## src/rtl/sdip_regs.vh

```
// constants of the serial converter write port
`ifndef SDIP_REGS_VH
`define SDIP_REGS_VH
`define SDIP_WORD_BITS 16
`define SDIP_CODE_BITS 12
`define SDIP_CODE_LSB 0
`define SDIP_PD_LSB 14
`define SDIP_PD_BITS 2
`define SDIP_PD_NORMAL 2'h0
`define SDIP_CODE_RESET 12'h000
`define SDIP_SYNC_STAGES 3
`endif

```

## src/rtl/sdip_sync.v

```verilog
// three-stage input synchroniser with agreement filter
`default_nettype none
module sdip_sync #(
    parameter RESET_VAL = 1'b0
) (
    input wire mclk,
    input wire rst,
    input wire din,
    output reg dout
);
    reg s1_r;
    reg s2_r;
    reg s3_r;
    always @(posedge mclk or posedge rst) begin
        if (rst) begin
            s1_r <= RESET_VAL;
            s2_r <= RESET_VAL;
            s3_r <= RESET_VAL;
            dout <= RESET_VAL;
        end else begin
            s1_r <= din;
            s2_r <= s1_r;
            s3_r <= s2_r;
            // change counts only once the two later stages agree
            if (s2_r == s3_r) begin
                dout <= s3_r;
            end
        end
    end
endmodule
`default_nettype wire

```

## src/rtl/sdip_top.v

```verilog
// serial write port of a 12-bit voltage-output converter
`include "sdip_regs.vh"
`default_nettype none
module sdip_top #(
    parameter WORD_BITS = `SDIP_WORD_BITS,
    parameter CODE_BITS = `SDIP_CODE_BITS
) (
    input wire mclk,
    input wire rst,
    input wire frame_n,
    input wire sclk,
    input wire sdin,
    output reg [CODE_BITS-1:0] analog_out_code,
    output reg [1:0] pd_mode,
    output wire powered_down,
    output reg update_pulse,
    output reg abort_pulse
);
    wire frame_n_s;
    wire sclk_s;
    wire sdin_s;
    reg sclk_d_r;
    reg frame_n_d_r;
    reg [WORD_BITS-1:0] shift_r;
    reg [4:0] count_r;
    reg done_r;
    wire fall;
    wire frame_rise;

    sdip_sync #(.RESET_VAL(1'b1)) u_frame (
        .mclk(mclk),
        .rst(rst),
        .din(frame_n),
        .dout(frame_n_s)
    );
    sdip_sync #(.RESET_VAL(1'b1)) u_sclk (
        .mclk(mclk),
        .rst(rst),
        .din(sclk),
        .dout(sclk_s)
    );
    sdip_sync #(.RESET_VAL(1'b0)) u_sdin (
        .mclk(mclk),
        .rst(rst),
        .din(sdin),
        .dout(sdin_s)
    );

    assign fall = sclk_d_r & ~sclk_s;
    assign frame_rise = ~frame_n_d_r & frame_n_s;
    assign powered_down = (pd_mode != `SDIP_PD_NORMAL);

    always @(posedge mclk or posedge rst) begin
        if (rst) begin
            sclk_d_r <= 1'b1;
            frame_n_d_r <= 1'b1;
            shift_r <= {WORD_BITS{1'b0}};
            count_r <= 5'h00;
            done_r <= 1'b0;
            analog_out_code <= `SDIP_CODE_RESET;
            pd_mode <= `SDIP_PD_NORMAL;
            update_pulse <= 1'b0;
            abort_pulse <= 1'b0;
        end else begin
            sclk_d_r <= sclk_s;
            frame_n_d_r <= frame_n_s;
            update_pulse <= 1'b0;
            abort_pulse <= 1'b0;
            if (frame_n_s) begin
                // idle or frame end: partial word dropped
                count_r <= 5'h00;
                done_r <= 1'b0;
                if (frame_rise && !done_r) begin
                    abort_pulse <= 1'b1;
                end
            end else if (fall && !done_r) begin
                shift_r <= {shift_r[WORD_BITS-2:0], sdin_s};
                if (count_r == WORD_BITS - 1) begin
                    // sixteenth edge: transfer word
                    done_r <= 1'b1;
                    update_pulse <= 1'b1;
                    // last bit still in sdin_s: word index n sits at n-1
                    analog_out_code <=
                        {shift_r[CODE_BITS-2:0], sdin_s};
                    pd_mode <=
                        shift_r[`SDIP_PD_LSB+`SDIP_PD_BITS-2 -: 2];
                    count_r <= 5'h00;
                end else begin
                    count_r <= count_r + 5'h01;
                end
            end
        end
    end
endmodule
`default_nettype wire

```

## config.mk

```make
export PLATFORM = sky130hd
export DESIGN_NAME = sdip_top
export DESIGN_NICKNAME = d
export VERILOG_FILES = /design/src/rtl/sdip_sync.v /design/src/rtl/sdip_top.v
export VERILOG_INCLUDE_DIRS = /design/src /design/src/rtl
export SDC_FILE = /design/constraint.sdc
export NUM_CORES = 1
export LEC_CHECK = 0
export ABC_AREA = 1
export BUFFER_PORTS_ARGS = -buffer_cell sky130_fd_sc_hd__buf_2
export CAP_MARGIN = 20
export CORE_ASPECT_RATIO = 0.8
export CORE_MARGIN = 2
export CORE_UTILIZATION = 35
export CTS_BUF_LIST = sky130_fd_sc_hd__clkbuf_4
export CTS_CLUSTER_DIAMETER = 150
export DETAILED_ROUTE_END_ITERATION = 12
export PLACE_DENSITY = 0.6
export SLEW_MARGIN = 20
export SYNTH_ARGS = -nofsm -noshare
export SYNTH_HDL_FRONTEND = slang
export SYNTH_SLANG_ARGS = --single-unit
```

## constraint.sdc

```tcl
create_clock -name mclk -period 3.6 [get_ports mclk]
set_input_delay 0.18 -clock mclk [delete_from_list [all_inputs] [get_ports mclk]]
set_output_delay 0.18 -clock mclk [all_outputs]
set_load 0.01 [all_outputs]
```

==> results of run 1 <==
sequential cells by signal (all words and copies together), names as in the netlist, 2 cells and up:
signal	count
count_r	5
shift_r	15
analog_out_code	12
pd_mode	2
worst max-delay path: stages, from the launching register on:
cell     delay, ns
dfstp_2       0.60
nand2_2       0.08
nor2_4        0.31
nand2_4       0.21
nand2_1       0.10
nand2_1       0.06
area by class of cell:
class                           instances  area [sq um]  share of cell area [%]
Tap cell                               65          81.3                    3.73
Clock inverter                          3          43.8                    2.01
Inverter                                7          27.5                    1.26
Timing Repair Buffer                   25           145                    6.66
Sequential cell                        51          1290                    59.1
Multi-Input combinational cell        122           557                    25.5
Clock buffer                            5          37.5                    1.72
layer usage:
| layer | vias up | track usage, % |
|---|---|---|
| li1 | 623 | - |
| met1 | 565 | 16.9 |
| met2 | 24 | 16.7 |
| met3 | 5 | 4.02 |
| met4 | 0 | 3.65 |
| met5 | - | 0 |
what timing repair did:
action                                 4_1_cts  5_1_grt
hold buffers                                 3        1
setup endpoints to repair                    0        0
endpoints found under the hold margin        3       12
resized for setup                            0        0
cells by family (layout without fill, tap and decap cells):
family,count (synthesis),in the layout,share of synthesized area [%]
AND/OR/NAND/NOR,112,112,25.2
adder cells (fa/ha/maj),4,4,2.23
buffers and inverters,11,40,3.21
AO/OA/AOI/OAI,5,5,1.31
flip-flops,51,51,67.6
XOR/XNOR,1,1,0.459
stage by stage:
stage | cell area (sq um) | cells | utilization, % | total power, W | hold slack, ns
2_1_floorplan | 1910 | 184 | - | 0.000743 | 0.184
3_3_place_gp | 2060 | 266 | 38.5 | 0.000766 | 0.285
3_5_place_dp | 2060 | 266 | 38.5 | 0.000767 | 0.286
4_1_cts | 2170 | 277 | 40.6 | 0.00110 | 0.0831
5_1_grt | 2180 | 278 | 40.8 | 0.00114 | 0.375
6_report | 2180 | 278 | 40.8 | 0.00108 | 0.366
worst paths after layout:
check	startpoint	to	slack, ns	cells past startpoint
min in group asynchronous	rst	abort_pulse	0.50	3
max reg2reg	sclk_d_r	analog_out_code[9]	2.14	5
min reg2reg	u_sclk.s1_r	u_sclk.s2_r	0.37	0
min	u_sclk.s1_r	u_sclk.s2_r	0.37	0
max	sclk_d_r	analog_out_code[9]	2.14	5
max in group asynchronous	rst	analog_out_code[3]	2.60	3
cells in the mapped netlist, types with 2 or more instances:
cell / number
nand2_1: 97
dfrtp_1: 41
dfstp_2: 10
inv_1: 6
o21ai_0: 4
maj3_1: 3
nor2_4: 3
buf_6: 2
nand3_1: 2
nand4_1: 2
nor2_1: 2
report_power, final:
part	internal (W)	total [W]	switching [W]
clock network	0.000147	0.000325	0.000178
logic	0.0000320	0.0000819	0.0000499
registers	0.000634	0.000676	0.0000425
total	0.000812	0.00108	0.000271
==> results_dict.tcl, run 1 <==
set metrics [dict create \
    status "complete, no violations" \
    ys.flop_type "dfrtp_1" \
    die_area_sq_mm 0.00606 \
    routed_wl_um 3120 \
    final.min_clock_period_ns 1.46 \
    worst_pin_slew_ns 0.855 \
    cts-buffers-inserted 5 \
    rsz0062_at_grt "no" \
    fill_cells 540 \
    hp-class "flop to flop" \
    syn2layout_area_growth_pct 14.4 \
    ios 22 \
    place_hpwl_um 1990 \
    detail-route-antenna-nets 0 \
    max_freq_mhz 686 \
    die_h_um 70.0 \
    synth.cell_area_sq_mm 0.00191 \
    cp_data_required_time_ns 3.86 \
    drv_slew 0 \
    synth_top_area_share_pct 53.8 \
    post_cts_buffers 0 \
    nNetsFinal 218 \
    grt_pass1_wl_um 5530 \
    syn_avg_cell_area_sq_um 10.4 \
    wire_per_inst_um 11.2 \
    avgViaCountPerCell 4.38 \
    clk_path_buf_depth 2 \
    drc 0 \
    synth_edf_count 0 \
    synthCells 184 \
    synth_area_leaders "dfrtp_1 (54%), nand2_1 (19%), dfstp_2 (14%)" \
    place_congestion 0.674 \
    numClockSinks 51 \
    dr_total_vias 1217 \
    skew_ns 0.00911 \
    drt_iter0_drc 92 \
    syn_nets 190 \
    cts_root_buf "clkbuf_4" \
    grt-ovfl-total 0 \
    antenna_found_initial 0 \
    yosysWarnings 0 \
    place_ws_ns 2.14 \
    synth_top_cell_by_area "dfrtp_1" \
    powerDensity_mw_per_mm2 497 \
    fin_ws_ns 2.14 \
    port_buffers 21 \
    cp_max_fo 16 \
    insertion_delay_ns 0.36 \
    met1_length_um 1630 \
    drv_cap 0 \
    drt_pre_antenna_iters 4 \
    startpoint_type "flop" \
    finalSetupViolCount 0 \
    critPathCaptureType "flop" \
    wl_met2_um 1320 \
    p_leak_nw 1.19 \
    final_cell_mix "nand2_1 (97), dfrtp_1 (41), buf_2 (21), dfstp_2 (10)" \
    ir_drop_uv 234 \
    dieWidth_um 86.5 \
    fin_setup_tns_ns 0 \
    worstSetupPathType "flop to flop" \
    ys_ff_latch 51 \
    num_antenna_cells 0 \
    cts_htree_levels 2 \
    final_common_cell "nand2_1" \
    min_period_over_period_pct 40.5 \
    clkTransAtPathRegs_ns 0.14 \
    synthArstFlopShare_pct 100 \
    cts_tree "built" \
    layout-drive-gt1-share_pct 23.0 \
    track_usage_pct 11.7 \
    met3_length_um 147 \
    worstPathArrival_ns 1.72 \
    synthDistinctLibCells 23 \
    timing.slew.headroom_pct 43.0 \
    floorplan.initialDensity_pct 35.7 \
    core_area_sq_mm 0.00535 \
    top_layer_used "met4" \
    rows 24 \
    grt_pass1_vias 1217 \
    grt_max_degree 52 \
    finalHoldViolCount 0 \
    ys_seq_area_share_pct 67.6 \
]
Power figures use the tool's default switching activity.
==> inputs of run 2 (changes only) <==
==> constraint.sdc (replaced) <==
create_clock -name mclk -period 1.5 [get_ports mclk]
set_input_delay 0.075 -clock mclk [delete_from_list [all_inputs] [get_ports mclk]]
set_output_delay 0.075 -clock mclk [all_outputs]
set_load 0.01 [all_outputs]
==> run 2 against run 1 <==
Sequential share of layout area is 0.77 points lower. Clock skew is 0.0027 ns lower. Critical path depth is 1 higher. Highest routed layer unchanged.
==> results_dict.tcl, run 2 (synthesized netlist as in run 1, its figures left out) <==
set metrics [dict create \
    hp-class "input port to asynchronous set/reset pin" \
    grt_max_degree 52 \
    worst_pin_slew_ns 0.344 \
    grt-ovfl-total 0 \
    drv_slew 0 \
    floorplan.initialDensity_pct 35.7 \
    ff2ff_setup_slack_ns 0.16 \
    detail-route-antenna-nets 0 \
    cts_tree "built" \
    cp_max_fo 15 \
    critPathCaptureType "flop" \
    port_buffers 21 \
    routed_wl_um 3120 \
    startpoint_type "flop" \
    crit_family "simple AND/OR/NAND/NOR gates" \
    fill_cells 534 \
    min_period_over_period_pct 89.3 \
    place_congestion 0.685 \
    met1_length_um 1660 \
    place_hpwl_um 2010 \
    powerDensity_mw_per_mm2 1110 \
    cts_root_buf "clkbuf_4" \
    status "complete, no violations" \
    cp_data_required_time_ns 1.76 \
    skew_ns 0.00644 \
    met3_length_um 181 \
    wl_met2_um 1250 \
    final.min_clock_period_ns 1.34 \
    insertion_delay_ns 0.35 \
    drt_iter0_drc 85 \
    avgViaCountPerCell 4.41 \
    final_cell_mix "nand2_1 (97), dfrtp_1 (41), buf_2 (21), dfstp_2 (10)" \
    timing.slew.headroom_pct 77.1 \
    core_area_sq_mm 0.00535 \
    design_area_sq_mm 0.00221 \
    cts-buffers-inserted 5 \
    antenna_found_initial 0 \
    rows 24 \
    worstSetupPathType "flop to flop" \
    worstPathArrival_ns 1.60 \
    rsz0062_at_grt "no" \
    max_freq_mhz 746 \
    path_common_cell "nand2_1" \
    clkTransAtPathRegs_ns 0.15 \
    final_common_cell "nand2_1" \
    grt_pass1_vias 1177 \
    ir_drop_uv 503 \
    final_util_pct 41.3 \
    drv_cap 0 \
    cp_num_buf_inv 0 \
    place_area_sq_mm 0.00209 \
    drt_pre_antenna_iters 4 \
    p_total_w 0.00244 \
    p_leak_nw 1.20 \
    die_area_sq_mm 0.00606 \
    die_h_um 70.0 \
    top_layer_used "met4" \
    cts_htree_levels 2 \
    finalHoldViolCount 0 \
    syn2layout_area_growth_pct 15.9 \
    top_regs "shift_r x15, analog_out_code x12, count_r x5" \
    largest_register "shift_r" \
    fin_setup_tns_ns 0 \
    ios 22 \
    num_antenna_cells 0 \
    cpMaxStageDelayCell "dfrtp_1" \
    dieWidth_um 86.5 \
    drc 0 \
    finalSetupViolCount 0 \
    largest_register_ff_count 15 \
    nNetsFinal 222 \
    dr_total_vias 1245 \
    grt_pass1_wl_um 5460 \
    whs_ns 0.272 \
    worstPathCellList "ha_1 > nand3_1 > nor2_2 > nand2_4 > nand2_1 > nand2_1" \
    max_stage_delay_ns 0.43 \
    layout-drive-gt1-share_pct 24.0 \
    track_usage_pct 11.6 \
    numClockSinks 51 \
    wire_per_inst_um 11.1 \
    clk_path_buf_depth 2 \
]
run 2: cell types whose count changed in the layout (fill, tap and decap cells not counted), sizes merged:
cell    previous run  this run
buf               21        25
inv                6         8
bufinv             1         0
clkinv             3         2
run 2: worst reg2reg max path: cells and delay by family, from the launching register on:
family / cells / cell delay (ns)
adder cells (fa/ha/maj): 1 / 0.22
flip-flops: 1 / 0.43
AND/OR/NAND/NOR: 5 / 0.62
run 2: cell type report:
class                      instances  area [sq um]  area share (%)
tap                               65          81.3            3.68
timing repair buffer              29           200            9.06
clock buffer                       5          37.5            1.70
sequential                        51          1290            58.3
inverter                           7          26.3            1.19
clock inverter                     3          18.8           0.849
multi-input combinational        122           557            25.2
run 2: metrics by stage:
| stage | std cells | setup slack, ns |
|---|---|---|
| after floorplan | 184 | 0.212 |
| after global placement | 269 | 0.134 |
| after detailed placement | 269 | 0.119 |
| after CTS | 281 | 0.0762 |
| after global routing | 282 | 0.0173 |
| final | 282 | 0.160 |
run 2: power by group:
part           switching, W  total [W]  internal, W
combinational      0.000124   0.000212    0.0000877
clock              0.000426   0.000609     0.000183
sequential         0.000103    0.00162      0.00152
total              0.000653    0.00244      0.00179
run 2: layer usage:
layer	up-vias	track usage [%]
met5	-	0
met4	0	4.17
met3	5	4.02
met2	33	15.0
met1	575	18.0
li1	632	-
run 2: final timing paths:
kind                            cells after the start   startpoint      endpoint
worst max-delay path                                6   count_r[0]    pd_mode[1]
worst min-delay path                                4          rst   u_sdin.s1_r
worst max register to register                      6   count_r[0]    pd_mode[1]
worst min register to register                      0  u_sclk.s1_r   u_sclk.s2_r
max in group asynchronous                           4          rst  u_frame.dout
min in group mclk                                   2      frame_n  u_frame.s1_r
run 2: repair_timing:
action                                  in CTS  in global routing
hold buffers                                 4                  0
endpoints found under the hold margin       54                  0
endpoints found under the setup margin       0                 12
buffers inserted                             0                  1
gates resized for setup                      0                  0
==> inputs of run 3 (changes only) <==
--- a/config.mk
+++ b/config.mk
@@ -16,6 +16,7 @@
 export CTS_CLUSTER_DIAMETER = 150
 export DETAILED_ROUTE_END_ITERATION = 12
 export PLACE_DENSITY = 0.6
+export RECOVER_POWER = 50
 export SLEW_MARGIN = 20
 export SYNTH_ARGS = -nofsm -noshare
 export SYNTH_HDL_FRONTEND = slang
==> run 3 against run 2 <==
Maximum frequency rose by 0.13%. Clock skew hardly changed. Routed wire length stayed put. Utilization decreased by 0.28 points. Final area fell by 0.68%. Flip-flop and latch count did not move. Hold slack gained 0.074 ns. Critical path type unchanged. Critical endpoint unchanged. Largest power group unchanged.
==> results_dict.tcl, run 3 (synthesized netlist as in run 1, its figures left out) <==
set metrics [dict create \
    cts-buffers-inserted 5 \
    register_area_sq_mm 0.00129 \
    grt_max_degree 52 \
    drt_pre_antenna_iters 4 \
    cp_num_buf_inv 0 \
    p_total_w 0.00244 \
    place_hpwl_um 2010 \
    die_area_sq_mm 0.00606 \
    worstPathCellList "ha_1 > nand3_1 > nor2_2 > nand2_4 > nand2_1 > nand2_1" \
    cpMaxStageDelayCell "dfrtp_1" \
    floorplan.initialDensity_pct 35.7 \
    die_h_um 70.0 \
    grt-ovfl-total 0 \
    clkTransAtPathRegs_ns 0.15 \
    finalSetupViolCount 0 \
    worstPathArrival_ns 1.60 \
    timing.slew.headroom_pct 28.8 \
    layout-drive-gt1-share_pct 23.0 \
    final_cell_mix "nand2_1 (97), dfrtp_1 (41), buf_2 (22), dfstp_2 (9), inv_1 (6)" \
    crit_start "count_r[0]" \
    max_stage_delay_ns 0.43 \
    rsz0062_at_grt "no" \
    syn2layout_area_growth_pct 15.1 \
    crit_family "simple AND/OR/NAND/NOR gates" \
    power_frac_clock_pct 25.0 \
    largest_register "shift_r" \
    detail-route-antenna-nets 0 \
    dieWidth_um 86.5 \
    clk_path_buf_depth 2 \
    insertion_delay_ns 0.35 \
    dr_total_vias 1244 \
    max_freq_mhz 747 \
    crit_path_end "pd_mode[1]" \
    avgViaCountPerCell 4.41 \
    power_switching_w 0.000652 \
    numClockSinks 51 \
    fin_setup_tns_ns 0 \
    path_common_cell "nand2_1" \
    ir_drop_uv 503 \
    place_congestion 0.685 \
    track_usage_pct 11.6 \
    worstReg2RegEnd "pd_mode[1]" \
    worstSetupPathDepth 6 \
    critPathCaptureType "flop" \
    top_regs "shift_r x15, analog_out_code x12, count_r x5" \
    core_area_sq_mm 0.00535 \
    ios 22 \
    nNetsFinal 222 \
    drv_slew 0 \
    ff2ff_path_depth 6 \
    grt_pass1_wl_um 5460 \
    skew_ns 0.00633 \
    powerDensity_mw_per_mm2 1110 \
    cts_htree_levels 2 \
    startpoint_type "flop" \
    cts_root_buf "clkbuf_4" \
    rows 24 \
    multi_input_area_sq_um 557 \
    worst_pin_slew_ns 1.07 \
    ff2ff_setup_slack_ns 0.16 \
    finalHoldViolCount 0 \
    p_int_w 0.00179 \
    drv_cap 0 \
    hp-class "input port to flop" \
    port_buffers 21 \
    p_leak_nw 1.20 \
    largest_register_ff_count 15 \
    status "complete, no violations" \
    netSwitchingFraction_pct 26.7 \
    cts_tree "built" \
    p_seq_share_pct 66.6 \
    num_antenna_cells 0 \
    cp_max_fo 15 \
    cp_data_required_time_ns 1.76 \
    wire_per_inst_um 11.1 \
    drc 0 \
    worstSetupPathType "flop to flop" \
    grt_pass1_vias 1177 \
    r2r-start "count_r[0]" \
    final.min_clock_period_ns 1.34 \
    drt_iter0_drc 84 \
    fill_cells 536 \
    routed_wl_um 3120 \
    antenna_found_initial 0 \
    final_common_cell "nand2_1" \
    min_period_over_period_pct 89.2 \
    p_comb_share_pct 8.4 \
]
-- run 3: cell type report --
type	count	area share, %
clock inverter	3	0.855
timing repair buffer	29	8.44
clock buffer	5	1.71
tap	65	3.71
sequential	51	58.7
multi-input combinational	122	25.4
inverter	7	1.20
-- run 3: what timing repair did --
action / CTS / global route
setup endpoints to repair: 0 / 12
endpoints found under the hold margin: 54 / 0
gates resized for setup: 0 / 0
hold buffers: 4 / 0
setup buffers: 0 / 1
-- run 3: power groups by stage --
| stage | Clock [W] | Sequential (W) | Combinational [W] |
|---|---|---|---|
| after detailed placement | 0 | 0.00165 | 0.000208 |
| after global placement | 0 | 0.00165 | 0.000203 |
| after global routing | 0.000705 | 0.00165 | 0.000246 |
| final | 0.000609 | 0.00162 | 0.000206 |
| after floorplan | 0 | 0.00163 | 0.000157 |
| after CTS | 0.000645 | 0.00162 | 0.000217 |
-- run 3: worst min-delay path by stage --
stage             from            to  slack, ns  cells past startpoint
2_1_floorplan  frame_n  u_frame.s1_r       0.08                      0
3_3_place_gp       rst   u_sdin.s1_r       0.14                      3
3_5_place_dp       rst   u_sdin.s1_r       0.14                      3
4_1_cts            rst   u_sdin.s1_r       0.27                      4
5_1_grt        frame_n  u_frame.s1_r       0.32                      2
6_report       frame_n  u_frame.s1_r       0.35                      2
-- run 3: routing by layer --
metal | vias to the layer above | wire length, um | track usage [%]
met4 | 0 | 31 | 4.17
met1 | 574 | 1660 | 18.0
li1 | 631 | - | -
met3 | 5 | 175 | 4.02
met5 | - | 0 | 0
met2 | 34 | 1260 | 15.0
-- run 3: metrics by stage --
stage	hold slack, ns	std cells	utilization [%]	worst slack [ns]	instance area (sq um)
finish	0.347	282	41.1	0.162	2190
global route	0.319	282	41.1	0.0173	2190
CTS	0.268	281	41.0	0.0762	2190
detailed placement	0.137	269	39.2	0.119	2090
global placement	0.137	269	39.2	0.134	2090
floorplan	0.0795	184	-	0.212	1910
